**src/rtl/pcd_pkg.sv**
```systemverilog
// constants and types for the post code capture decoder
// Summary of operation
// - every I/O write to diagnostic port 0080h is captured for display
// - word writes to port 80h keep both bytes
// - low byte of a word is the main checkpoint, shown apart
// - high byte upper nibble is function number; 7 add-on ROM, 8 boot-spec ROM
// - high byte lower nibble is bus type, 0 to 5, PCI is 5
// - byte AC flags ACPI mode, AA flags APIC mode
// - bytes 01 to 05 mean entering sleep S1 to S5
// - bytes 10 to 50 mean waking from S1 to S5
package pcd_pkg;
    localparam logic [15:0] PCD_PORT_ADDR = 16'h0080;
    localparam logic [7:0] PCD_CODE_ACPI = 8'hAC;
    localparam logic [7:0] PCD_CODE_APIC = 8'hAA;
    localparam logic [3:0] PCD_SLEEP_MIN = 4'h1;
    localparam logic [3:0] PCD_SLEEP_MAX = 4'h5;
    localparam logic [3:0] PCD_FUNC_MAX = 4'h8;
    localparam logic [3:0] PCD_BUS_MAX = 4'h5;
    localparam logic [15:0] PCD_RESET_CODE = 16'h0000;
    localparam logic [7:0] PCD_HIGH_CLEAR = 8'h00;
    localparam logic [3:0] PCD_NIB_NONE = 4'h0;
    localparam logic [2:0] PCD_STATE_NONE = 3'h0;
    typedef enum logic [3:0] {
        PCD_FN_DISABLE, PCD_FN_STATIC, PCD_FN_OUTPUT, PCD_FN_INPUT,
        PCD_FN_INITIAL_PROGRAM_LOAD, PCD_FN_GENERAL, PCD_FN_ERROR,
        PCD_FN_ADDON_ROM, PCD_FN_BOOT_SPEC_ROM, PCD_FN_UNKNOWN
    } pcd_func_t;
    typedef enum logic [2:0] {
        PCD_BUS_DEVICE_INIT_MANAGER, PCD_BUS_ONBOARD, PCD_BUS_ISA, PCD_BUS_EISA,
        PCD_BUS_ISA_PNP, PCD_BUS_PCI, PCD_BUS_UNKNOWN
    } pcd_bus_t;
endpackage

```
**src/rtl/pcd_runtime_decode.sv**
```systemverilog
// runtime checkpoint classifier for one captured byte
`timescale 1ns/1ns
module pcd_runtime_decode
    import pcd_pkg::*;
(
    input wire logic [7:0] code,
    output logic is_acpi,
    output logic is_apic,
    output logic is_sleep,
    output logic is_wake,
    output logic [2:0] state_num
);
    wire logic [3:0] lo_nib = code[3:0];
    wire logic [3:0] hi_nib = code[7:4];
    wire logic sleep_hit = (hi_nib == PCD_NIB_NONE) && (lo_nib >= PCD_SLEEP_MIN)
        && (lo_nib <= PCD_SLEEP_MAX);
    wire logic wake_hit = (lo_nib == PCD_NIB_NONE) && (hi_nib >= PCD_SLEEP_MIN)
        && (hi_nib <= PCD_SLEEP_MAX);
    assign is_acpi = (code == PCD_CODE_ACPI);
    assign is_apic = (code == PCD_CODE_APIC);
    assign is_sleep = sleep_hit;
    assign is_wake = wake_hit;
    assign state_num = sleep_hit ? lo_nib[2:0] : (wake_hit ? hi_nib[2:0] : PCD_STATE_NONE);
endmodule

```
**src/rtl/pcd_capture.sv**
```systemverilog
// post code capture: latches port writes and decodes the checkpoint fields
`timescale 1ns/1ns
module pcd_capture
    import pcd_pkg::*;
(
    input wire logic clk_sys,
    input wire logic rst_n,
    input wire logic io_wr,
    input wire logic [15:0] io_addr,
    input wire logic [15:0] io_wdata,
    input wire logic io_word,
    output logic [7:0] main_code,
    output logic [7:0] high_code,
    output logic word_valid,
    output pcd_func_t func_num,
    output pcd_bus_t bus_type,
    output logic acpi_mode,
    output logic apic_mode,
    output logic sleep_entry,
    output logic wake_exit,
    output logic [2:0] sleep_state,
    output logic capture_pulse
);
    logic [15:0] code_reg;
    logic word_reg;
    logic strobe_reg;
    logic [15:0] code_next;
    wire logic port_hit = io_wr && (io_addr == PCD_PORT_ADDR);
    // a byte write leaves no high byte, so the high fields read as unknown
    assign code_next = io_word ? io_wdata : {PCD_HIGH_CLEAR, io_wdata[7:0]};

    always_ff @(posedge clk_sys) begin
        if (!rst_n) begin
            code_reg <= PCD_RESET_CODE;
            word_reg <= 1'b0;
            strobe_reg <= 1'b0;
        end else begin
            strobe_reg <= port_hit;
            if (port_hit) begin
                code_reg <= code_next;
                word_reg <= io_word;
            end
        end
    end

    wire logic [3:0] fn_nib = code_reg[15:12];
    wire logic [3:0] bus_nib = code_reg[11:8];
    assign main_code = code_reg[7:0];
    assign high_code = code_reg[15:8];
    assign word_valid = word_reg;
    assign capture_pulse = strobe_reg;
    assign func_num = (word_reg && fn_nib <= PCD_FUNC_MAX) ?
        pcd_func_t'(fn_nib) : PCD_FN_UNKNOWN;
    assign bus_type = (word_reg && bus_nib <= PCD_BUS_MAX) ?
        pcd_bus_t'(bus_nib[2:0]) : PCD_BUS_UNKNOWN;

    // runtime codes are byte writes, so only the main byte is classified
    pcd_runtime_decode u_rt (
        .code(code_reg[7:0]),
        .is_acpi(acpi_mode),
        .is_apic(apic_mode),
        .is_sleep(sleep_entry),
        .is_wake(wake_exit),
        .state_num(sleep_state)
    );

    // capture path: every port write lands one cycle later
    AST_CAPTURE: assert property (@(posedge clk_sys) disable iff (!rst_n)
        port_hit
        |=> main_code == $past(io_wdata[7:0]))
        else $error("missed capture");

    AST_PULSE: assert property (@(posedge clk_sys) disable iff (!rst_n)
        port_hit
        |=> capture_pulse)
        else $error("capture pulse missing");

    AST_NO_PULSE: assert property (@(posedge clk_sys) disable iff (!rst_n)
        !port_hit
        |=> !capture_pulse)
        else $error("capture pulse without write");

    AST_REFUSE: assert property (@(posedge clk_sys) disable iff (!rst_n)
        io_wr && (io_addr != PCD_PORT_ADDR)
        |=> $stable(code_reg))
        else $error("foreign port write captured");

    AST_WORD: assert property (@(posedge clk_sys) disable iff (!rst_n)
        port_hit && io_word
        |=> high_code == $past(io_wdata[15:8]) && word_valid)
        else $error("word high byte lost");

    AST_WORD_FLAG: assert property (@(posedge clk_sys) disable iff (!rst_n)
        port_hit
        |=> word_valid == $past(io_word))
        else $error("word flag wrong");

    // the main byte stands apart: a byte write must not leave a stale high byte
    AST_LOW: assert property (@(posedge clk_sys) disable iff (!rst_n)
        port_hit && !io_word
        |=> main_code == $past(io_wdata[7:0]) && high_code == PCD_HIGH_CLEAR)
        else $error("main code not shown apart");

    AST_BYTE_FIELDS: assert property (@(posedge clk_sys) disable iff (!rst_n)
        !word_valid
        |-> func_num == PCD_FN_UNKNOWN && bus_type == PCD_BUS_UNKNOWN)
        else $error("byte write decoded as word");

    // high byte decode: function nibble and bus nibble
    AST_FUNC: assert property (@(posedge clk_sys) disable iff (!rst_n)
        port_hit && io_word && io_wdata[15:12] == PCD_FUNC_MAX
        |=> func_num == PCD_FN_BOOT_SPEC_ROM)
        else $error("function 8 not decoded");

    for (genvar f = 0; f <= PCD_FUNC_MAX; f++) begin : g_func
        AST_FUNC_EACH: assert property (@(posedge clk_sys) disable iff (!rst_n)
            port_hit && io_word && io_wdata[15:12] == 4'(f)
            |=> func_num == pcd_func_t'(4'(f)))
            else $error("function code not decoded");
    end

    AST_FUNC_HIGH: assert property (@(posedge clk_sys) disable iff (!rst_n)
        port_hit && io_word && io_wdata[15:12] > PCD_FUNC_MAX
        |=> func_num == PCD_FN_UNKNOWN)
        else $error("undefined function accepted");

    AST_BUS: assert property (@(posedge clk_sys) disable iff (!rst_n)
        port_hit && io_word && io_wdata[11:8] == PCD_BUS_MAX
        |=> bus_type == PCD_BUS_PCI)
        else $error("pci bus not decoded");

    for (genvar b = 0; b <= PCD_BUS_MAX; b++) begin : g_bus
        AST_BUS_EACH: assert property (@(posedge clk_sys) disable iff (!rst_n)
            port_hit && io_word && io_wdata[11:8] == 4'(b)
            |=> bus_type == pcd_bus_t'(3'(b)))
            else $error("bus code not decoded");
    end

    AST_BUS_HIGH: assert property (@(posedge clk_sys) disable iff (!rst_n)
        port_hit && io_word && io_wdata[11:8] > PCD_BUS_MAX
        |=> bus_type == PCD_BUS_UNKNOWN)
        else $error("undefined bus accepted");

    // runtime classification of the main byte
    AST_ACPI: assert property (@(posedge clk_sys) disable iff (!rst_n)
        port_hit && io_wdata[7:0] == PCD_CODE_ACPI
        |=> acpi_mode && !apic_mode)
        else $error("acpi code missed");

    AST_APIC: assert property (@(posedge clk_sys) disable iff (!rst_n)
        port_hit && io_wdata[7:0] == PCD_CODE_APIC
        |=> apic_mode && !acpi_mode)
        else $error("apic code missed");

    AST_EXCLUSIVE: assert property (@(posedge clk_sys) disable iff (!rst_n)
        !(acpi_mode && apic_mode)
        && !(sleep_entry && wake_exit))
        else $error("runtime flags overlap");

    AST_SLEEP: assert property (@(posedge clk_sys) disable iff (!rst_n)
        port_hit && io_wdata[7:0] == 8'h03
        |=> sleep_entry && sleep_state == 3'h3)
        else $error("sleep s3 missed");

    for (genvar s = PCD_SLEEP_MIN; s <= PCD_SLEEP_MAX; s++) begin : g_sleep
        AST_SLEEP_EACH: assert property (@(posedge clk_sys) disable iff (!rst_n)
            port_hit && io_wdata[7:0] == {PCD_NIB_NONE, 4'(s)}
            |=> sleep_entry && !wake_exit && sleep_state == 3'(s))
            else $error("sleep entry not decoded");
    end

    AST_WAKE: assert property (@(posedge clk_sys) disable iff (!rst_n)
        port_hit && io_wdata[7:0] == 8'h50
        |=> wake_exit && sleep_state == 3'h5)
        else $error("wake s5 missed");

    for (genvar w = PCD_SLEEP_MIN; w <= PCD_SLEEP_MAX; w++) begin : g_wake
        AST_WAKE_EACH: assert property (@(posedge clk_sys) disable iff (!rst_n)
            port_hit && io_wdata[7:0] == {4'(w), PCD_NIB_NONE}
            |=> wake_exit && !sleep_entry && sleep_state == 3'(w))
            else $error("wake exit not decoded");
    end

    AST_STATE_IDLE: assert property (@(posedge clk_sys) disable iff (!rst_n)
        !sleep_entry && !wake_exit
        |-> sleep_state == PCD_STATE_NONE)
        else $error("sleep state without event");

    // display hold and reset clear
    AST_HOLD: assert property (@(posedge clk_sys) disable iff (!rst_n)
        !port_hit
        |=> $stable(code_reg))
        else $error("display changed");

    AST_FIELDS_HOLD: assert property (@(posedge clk_sys) disable iff (!rst_n)
        !port_hit
        |=> $stable(func_num) && $stable(bus_type) && $stable(word_valid))
        else $error("decoded fields changed");

    AST_RUNTIME_HOLD: assert property (@(posedge clk_sys) disable iff (!rst_n)
        !port_hit
        |=> $stable({acpi_mode, apic_mode, sleep_entry, wake_exit, sleep_state}))
        else $error("runtime flags changed");

    AST_RESET: assert property (@(posedge clk_sys)
        !rst_n
        |=> code_reg == PCD_RESET_CODE)
        else $error("reset not cleared");

    AST_RESET_FLAGS: assert property (@(posedge clk_sys)
        !rst_n
        |=> !word_valid && !capture_pulse)
        else $error("reset left flags set");

    AST_RESET_FIELDS: assert property (@(posedge clk_sys)
        !rst_n
        |=> func_num == PCD_FN_UNKNOWN && bus_type == PCD_BUS_UNKNOWN && !sleep_entry)
        else $error("reset left fields decoded");

    // main scenarios
    COV_WORD: cover property (@(posedge clk_sys) disable iff (!rst_n) port_hit && io_word);
    COV_BYTE: cover property (@(posedge clk_sys) disable iff (!rst_n) port_hit && !io_word);
    COV_ACPI: cover property (@(posedge clk_sys) disable iff (!rst_n) acpi_mode);
    COV_SLEEP: cover property (@(posedge clk_sys) disable iff (!rst_n) sleep_entry);
    COV_WAKE: cover property (@(posedge clk_sys) disable iff (!rst_n) sleep_entry ##[1:20] wake_exit);
endmodule

```
**config.mk**
```make
export PLATFORM = sky130hd
export DESIGN_NAME = pcd_capture
export DESIGN_NICKNAME = d
export VERILOG_FILES = /design/src/rtl/pcd_pkg.sv /design/src/rtl/pcd_runtime_decode.sv /design/src/rtl/pcd_capture.sv
export SDC_FILE = /design/constraint.sdc
export NUM_CORES = 1
export LEC_CHECK = 0
export BUFFER_PORTS_ARGS = -buffer_cell sky130_fd_sc_hd__buf_2
export CAP_MARGIN = 10
export CELL_PAD_IN_SITES_DETAIL_PLACEMENT = 0
export CELL_PAD_IN_SITES_GLOBAL_PLACEMENT = 1
export CORE_MARGIN = 2
export CORE_UTILIZATION = 26
export CTS_CLUSTER_SIZE = 16
export DETAILED_ROUTE_END_ITERATION = 16
export GPL_ROUTABILITY_DRIVEN = 0
export PLACE_DENSITY = 0.86
export RECOVER_POWER = 100
export SETUP_SLACK_MARGIN = 0.1
export SLEW_MARGIN = 20
export SYNTH_ARGS = -nofsm -noshare
export SYNTH_HDL_FRONTEND = slang
export SYNTH_SLANG_ARGS = --single-unit
```
**constraint.sdc**
```tcl
create_clock -name clk_sys -period 1.62 [get_ports clk_sys]
set_input_delay 0.081 -clock clk_sys [delete_from_list [all_inputs] [get_ports clk_sys]]
set_output_delay 0.081 -clock clk_sys [all_outputs]
set_load 0.03 [all_outputs]
```
; ---- After elaboration in Yosys (flattened, before gate mapping)
; Index checks and enable logic that the tools add are counted.
[totals]
reg_bits = 18
[classes]
magnitude_cmp = 6
n_eq_ne = 3
n_mux = 5
n_reduce_logical = 9
[ops]
columns = operator, count
row1 = == test 16 x 8 -> 1 bit (second input constant), 1
row2 = == test 8 bit (second input constant), 2
row3 = two-way mux 16 bit, 1
row4 = <= comparator 4 x 3 -> 1 bit (second input constant), 3
row5 = two-way mux 3 bit, 3
row6 = >= comparator 4 x 1 -> 1 bit (second input constant), 2
row7 = zero test 4 bit, 2
row8 = logical AND 1 bit, 7
row9 = <= comparator 4 bit (second input constant), 1
row10 = two-way mux 4 bit, 1

; ---- Longest topological paths before layout
[depth]
depth_word = 5
ltp_mapped = 5
ltp_nobuf = 4

; ---- Cells and area by module
; From an unflattened synthesis, not the netlist that was laid out.
[unflattened]
hier_cells = 116
hier_area_um2 = 1011.0
[modules_own_cells]
columns = module, instances, cells_each, area_each_um2
row1 = pcd_capture, 1, 95, 872.1
row2 = pcd_runtime_decode, 1, 21, 138.9

; ---- Worst setup path before layout
; No wires, ideal clock.
[synth_timing]
path_kind = flip-flop to output port
start = reg code_reg[5]
end = out acpi_mode
arrival_ns = 1.771
t_required_ns = 1.539
path_slack_ns = -0.232
path_stages_with_launch = 4
cell_sequence = dfxtp_1 nand4b_1 or3_1 nor3b_1
[synth_between]
elab_chain_len = 1
[synth_lines]
columns = item, line
row1 = from (decl), pcd_capture.sv:24  ; logic [15:0] code_reg;
row2 = from (signal assigned), pcd_capture.sv:40  ; code_reg <= code_next;
row3 = == test 8 bit, pcd_runtime_decode.sv:19  ; assign is_acpi = (code == PCD_CODE_ACPI);
row4 = to (decl), pcd_capture.sv:17  ; output logic acpi_mode,
; Every way passes these cells.

; ---- Final worst setup path
[layout_timing]
start = reg code_reg[0]
end = out wake_exit
[layout_between]
elab_chain_len = 3
[layout_lines]
columns = item, line
row1 = zero test 4 bit, pcd_runtime_decode.sv:17  ; wire logic wake_hit = (lo_nib == PCD_NIB_NONE) && (hi_nib >= PCD_SLEEP_MIN)
row2 = logical AND 1 bit, pcd_runtime_decode.sv:17
row3 = logical AND 1 bit, pcd_runtime_decode.sv:18  ; && (hi_nib <= PCD_SLEEP_MAX);
row4 = to (decl), pcd_capture.sv:20  ; output logic wake_exit,
; Every way passes these cells.

==> metrics.md <==
| Metric | Value |
|---|---|
| Outcome | finished, violations left |
| Failing checks | negative setup slack |
| Max transition margin | 68.2% |
| Gr ovfl total | 0 |
| Post-DP Area | 1450 µm² |
| Worst R2R End | code_reg[0] |
| Pre-CTS setup slack | 0.0365 ns |
| Hold path depth | 3 |
| Worst skew pair latency | 0.28 ns |
| CP Launch Type | flip-flop |
| RSZ-0062 raised after global routing | yes |
| Total power | 0.729 mW |
| Worst R2R Setup Slack | 0.82 ns |
| Min-delay src | io_wdata[0] |
| Fin. max-slew vios | 0 |
| Crit-path max FO | 4 |
| Worst Setup Path Type | flip-flop to primary output |
| Residual DRC | 0 |
| Crit path arrival time | 1.78 ns |
| TritonCTS clock tree | done |
| Antenna violations before repair | 0 |
| Clock Path Buffers | 2 |
| Final period util | 115% |
| I/O Buffers | 67 |
| Worst VDD drop | 0.219 mV |
| DRT Wirelength | 2740 µm |
| Final Skew | 0 ns |
| Largest net degree at the start of global routing | 21 |
| Post-Synth Adder-Cell Area | 0% |
| CTS root buf | clkbuf_4 |
| Hold_ws | 0.0214 ns |
| FMAX | 537 MHz |
| Req. time, crit path | 1.54 ns |
| Setup-failing EPs final | 7 |
| GR Util met1 | 15.0% |
| Htree depth | 1 |
| Hold EP | code_reg[0] |
| Tmin final | 1.86 ns |
| Number of nets with antenna violations after routing | 0 |
| Reg2reg path depth | 4 |
| Distinct cells, synth | 24 |
| Starting DRT DRC Count | 29 |
| Dpl hpwl | 2140 µm |
| FF+latch count, synth | 18 |
| Via count | 1,016 |
| Layout net count | 224 |
| Inserted Clock Buffers | 3 |
| Hold Buf Count CTS | 0 |
| Sequential fraction of the synthesis area | 38.9% |
| Largest cells by area after synthesis | dfxtp_1 39%, mux2i_1 18%, nand2_1 15% |
| Measured slew at the worst slew-check pin | 0.475 ns |
| Pwr per Cell Area | 484 nW/µm² |
| Die Footprint | 4050 µm² |
| Reg2reg start | code_reg[0] |
| Vias in the first global route | 956 |
| Final Hold Viols | 0 |
| First-pass GRT wire length | 4410 µm |
| Mux contribution to synthesized area | 18.4% |
| Commonest cells after routing, fill and taps aside | 36 x nand2_1, 36 x buf_2, 23 x clkbuf_1, 17 x mux2i_1, 10 x dfxtp_1 |
| Inserted Diodes | 0 |
| Simple-gate share of the synthesized area | 31.5% |
| Core area | 3390 µm² |
| Tot GR Track Use | 13.6% |
| # Max-Cap Violations | 0 |
| Synthesized area per cell | 8.57 µm² |
| Crit end category | primary output |
| # rows | 21 |
| Synth Cell Area | 926 µm² |
| Synthesized instance count | 108 |
| Post-synth top area cell | dfxtp_1 |
| CTS sink count | 18 |
| Gr busiest metal | met2 |
| Largest family of logic cells by synthesized area | simple AND/OR/NAND/NOR gates |
| Top-area cell type share of the netlist area | 38.9% |
| Io pins | 68 |
| Syn nets | 144 |
| Type of the worst min-delay path | input port to flip-flop |
| Clk slew on worst S/H paths | 0.10 ns |
| Share of layout cells above drive strength 1 | 43.0% |
| Pleak | 0.604 nW |
| XOR/XNOR share of the synthesized area | 0% |
| Pre-antenna DRT Iters | 4 |
| Util after Layout | 44.4% |
| Worst setup margin | -0.243 ns |
| DR WL/cell | 11.8 µm |
| Synth Area in Compound Gates | 6.62% |
| Drt via density | 4.38 |
| Area grow syn2layout | 62.6% |
| Fillers | 342 |
| Die Wd | 63.7 µm |
| Post-route cell area | 1510 µm² |
| Yosys warning total | 0 |
| Initial Utilization | 27.3% |
| Max reg flops | 16 |
| Die Y | 63.7 µm |
| GRT met3 Usage | 3.21% |
| M2 GR Usage | 25.7% |
==> cells in the mapped netlist <==
cell	number
a211oi_2	2
a21oi_1	1
a22o_1	3
and2_1	4
buf_1	2
buf_12	1
clkbuf_1	2
dfxtp_1	18
inv_1	2
mux2i_1	17
nand2_1	36
nand2b_1	3
nand3b_1	1
nand4b_1	2
nor2_1	2
nor2_4	1
nor2b_1	1
nor3_1	1
nor3b_1	2
nor4_1	2
nor4b_1	1
o21ai_0	1
or3_1	1
or4_1	2
==> report_power, final <==
group	switching [mW]	total (mW)	leakage [nW]	internal [mW]
combinational	0.0295	0.0675	0.441	0.0380
sequential	0.00000227	0.442	0.149	0.442
clock	0.133	0.219	0.0138	0.0863
==> cells by family after synthesis <==
family,after synthesis
AOI/OAI and AO/OA,7
muxes,17
and+or+nand+nor,59
DFF,18
buffers and inverters,7
==> cell type report <==
class / count / area [µm²] / share of cell area, %
Clock buffer: 3 / 22.5 / 1.50
Inverter: 2 / 7.51 / 0.499
Multi-Input combinational cell: 83 / 597 / 39.7
Sequential cell: 18 / 370 / 24.6
Tap cell: 46 / 57.6 / 3.82
Timing Repair Buffer: 80 / 450 / 29.9
==> critical path: stages (launching register included) <==
cell,delay (ns)
dfxtp_2,0.34
or4_4,0.55
a211oi_4,0.28
and2_4,0.21
buf_6,0.12
==> worst max path at each step <==
stage          slack (ns)          end        start  cells past startpoint
3_3_place_gp         0.06  sleep_entry  code_reg[4]                      4
3_5_place_dp         0.04  sleep_entry  code_reg[4]                      4
6_report            -0.24    wake_exit  code_reg[0]                      4
2_1_floorplan        0.08    wake_exit  code_reg[1]                      3
4_1_cts             -0.29  sleep_entry  code_reg[6]                      4
5_1_grt             -0.32    wake_exit  code_reg[0]                      4
==> through the flow <==
stage                     instances  TNS, ns
final                           232    -1.26
after global routing            232    -1.78
after CTS                       231    -1.46
after detailed placement        226        0
after global placement          226        0
after floorplan                 108        0
==> layer usage <==
layer | up-vias | share of wire, %
li1 | 522 | -
met1 | 459 | 41
met2 | 33 | 53
met3 | 2 | 5.6
met4 | 0 | 0.37
met5 | - | 0
==> timing repair <==
item                                    4_1_cts  5_1_grt
setup buffers                                 2        1
pin swaps                                     5        3
endpoints found under the setup margin        7        8
gates cloned                                  0        0
resized for setup                            16        2
hold endpoints to repair                      0        0
(Power assumes the default switching activity.)
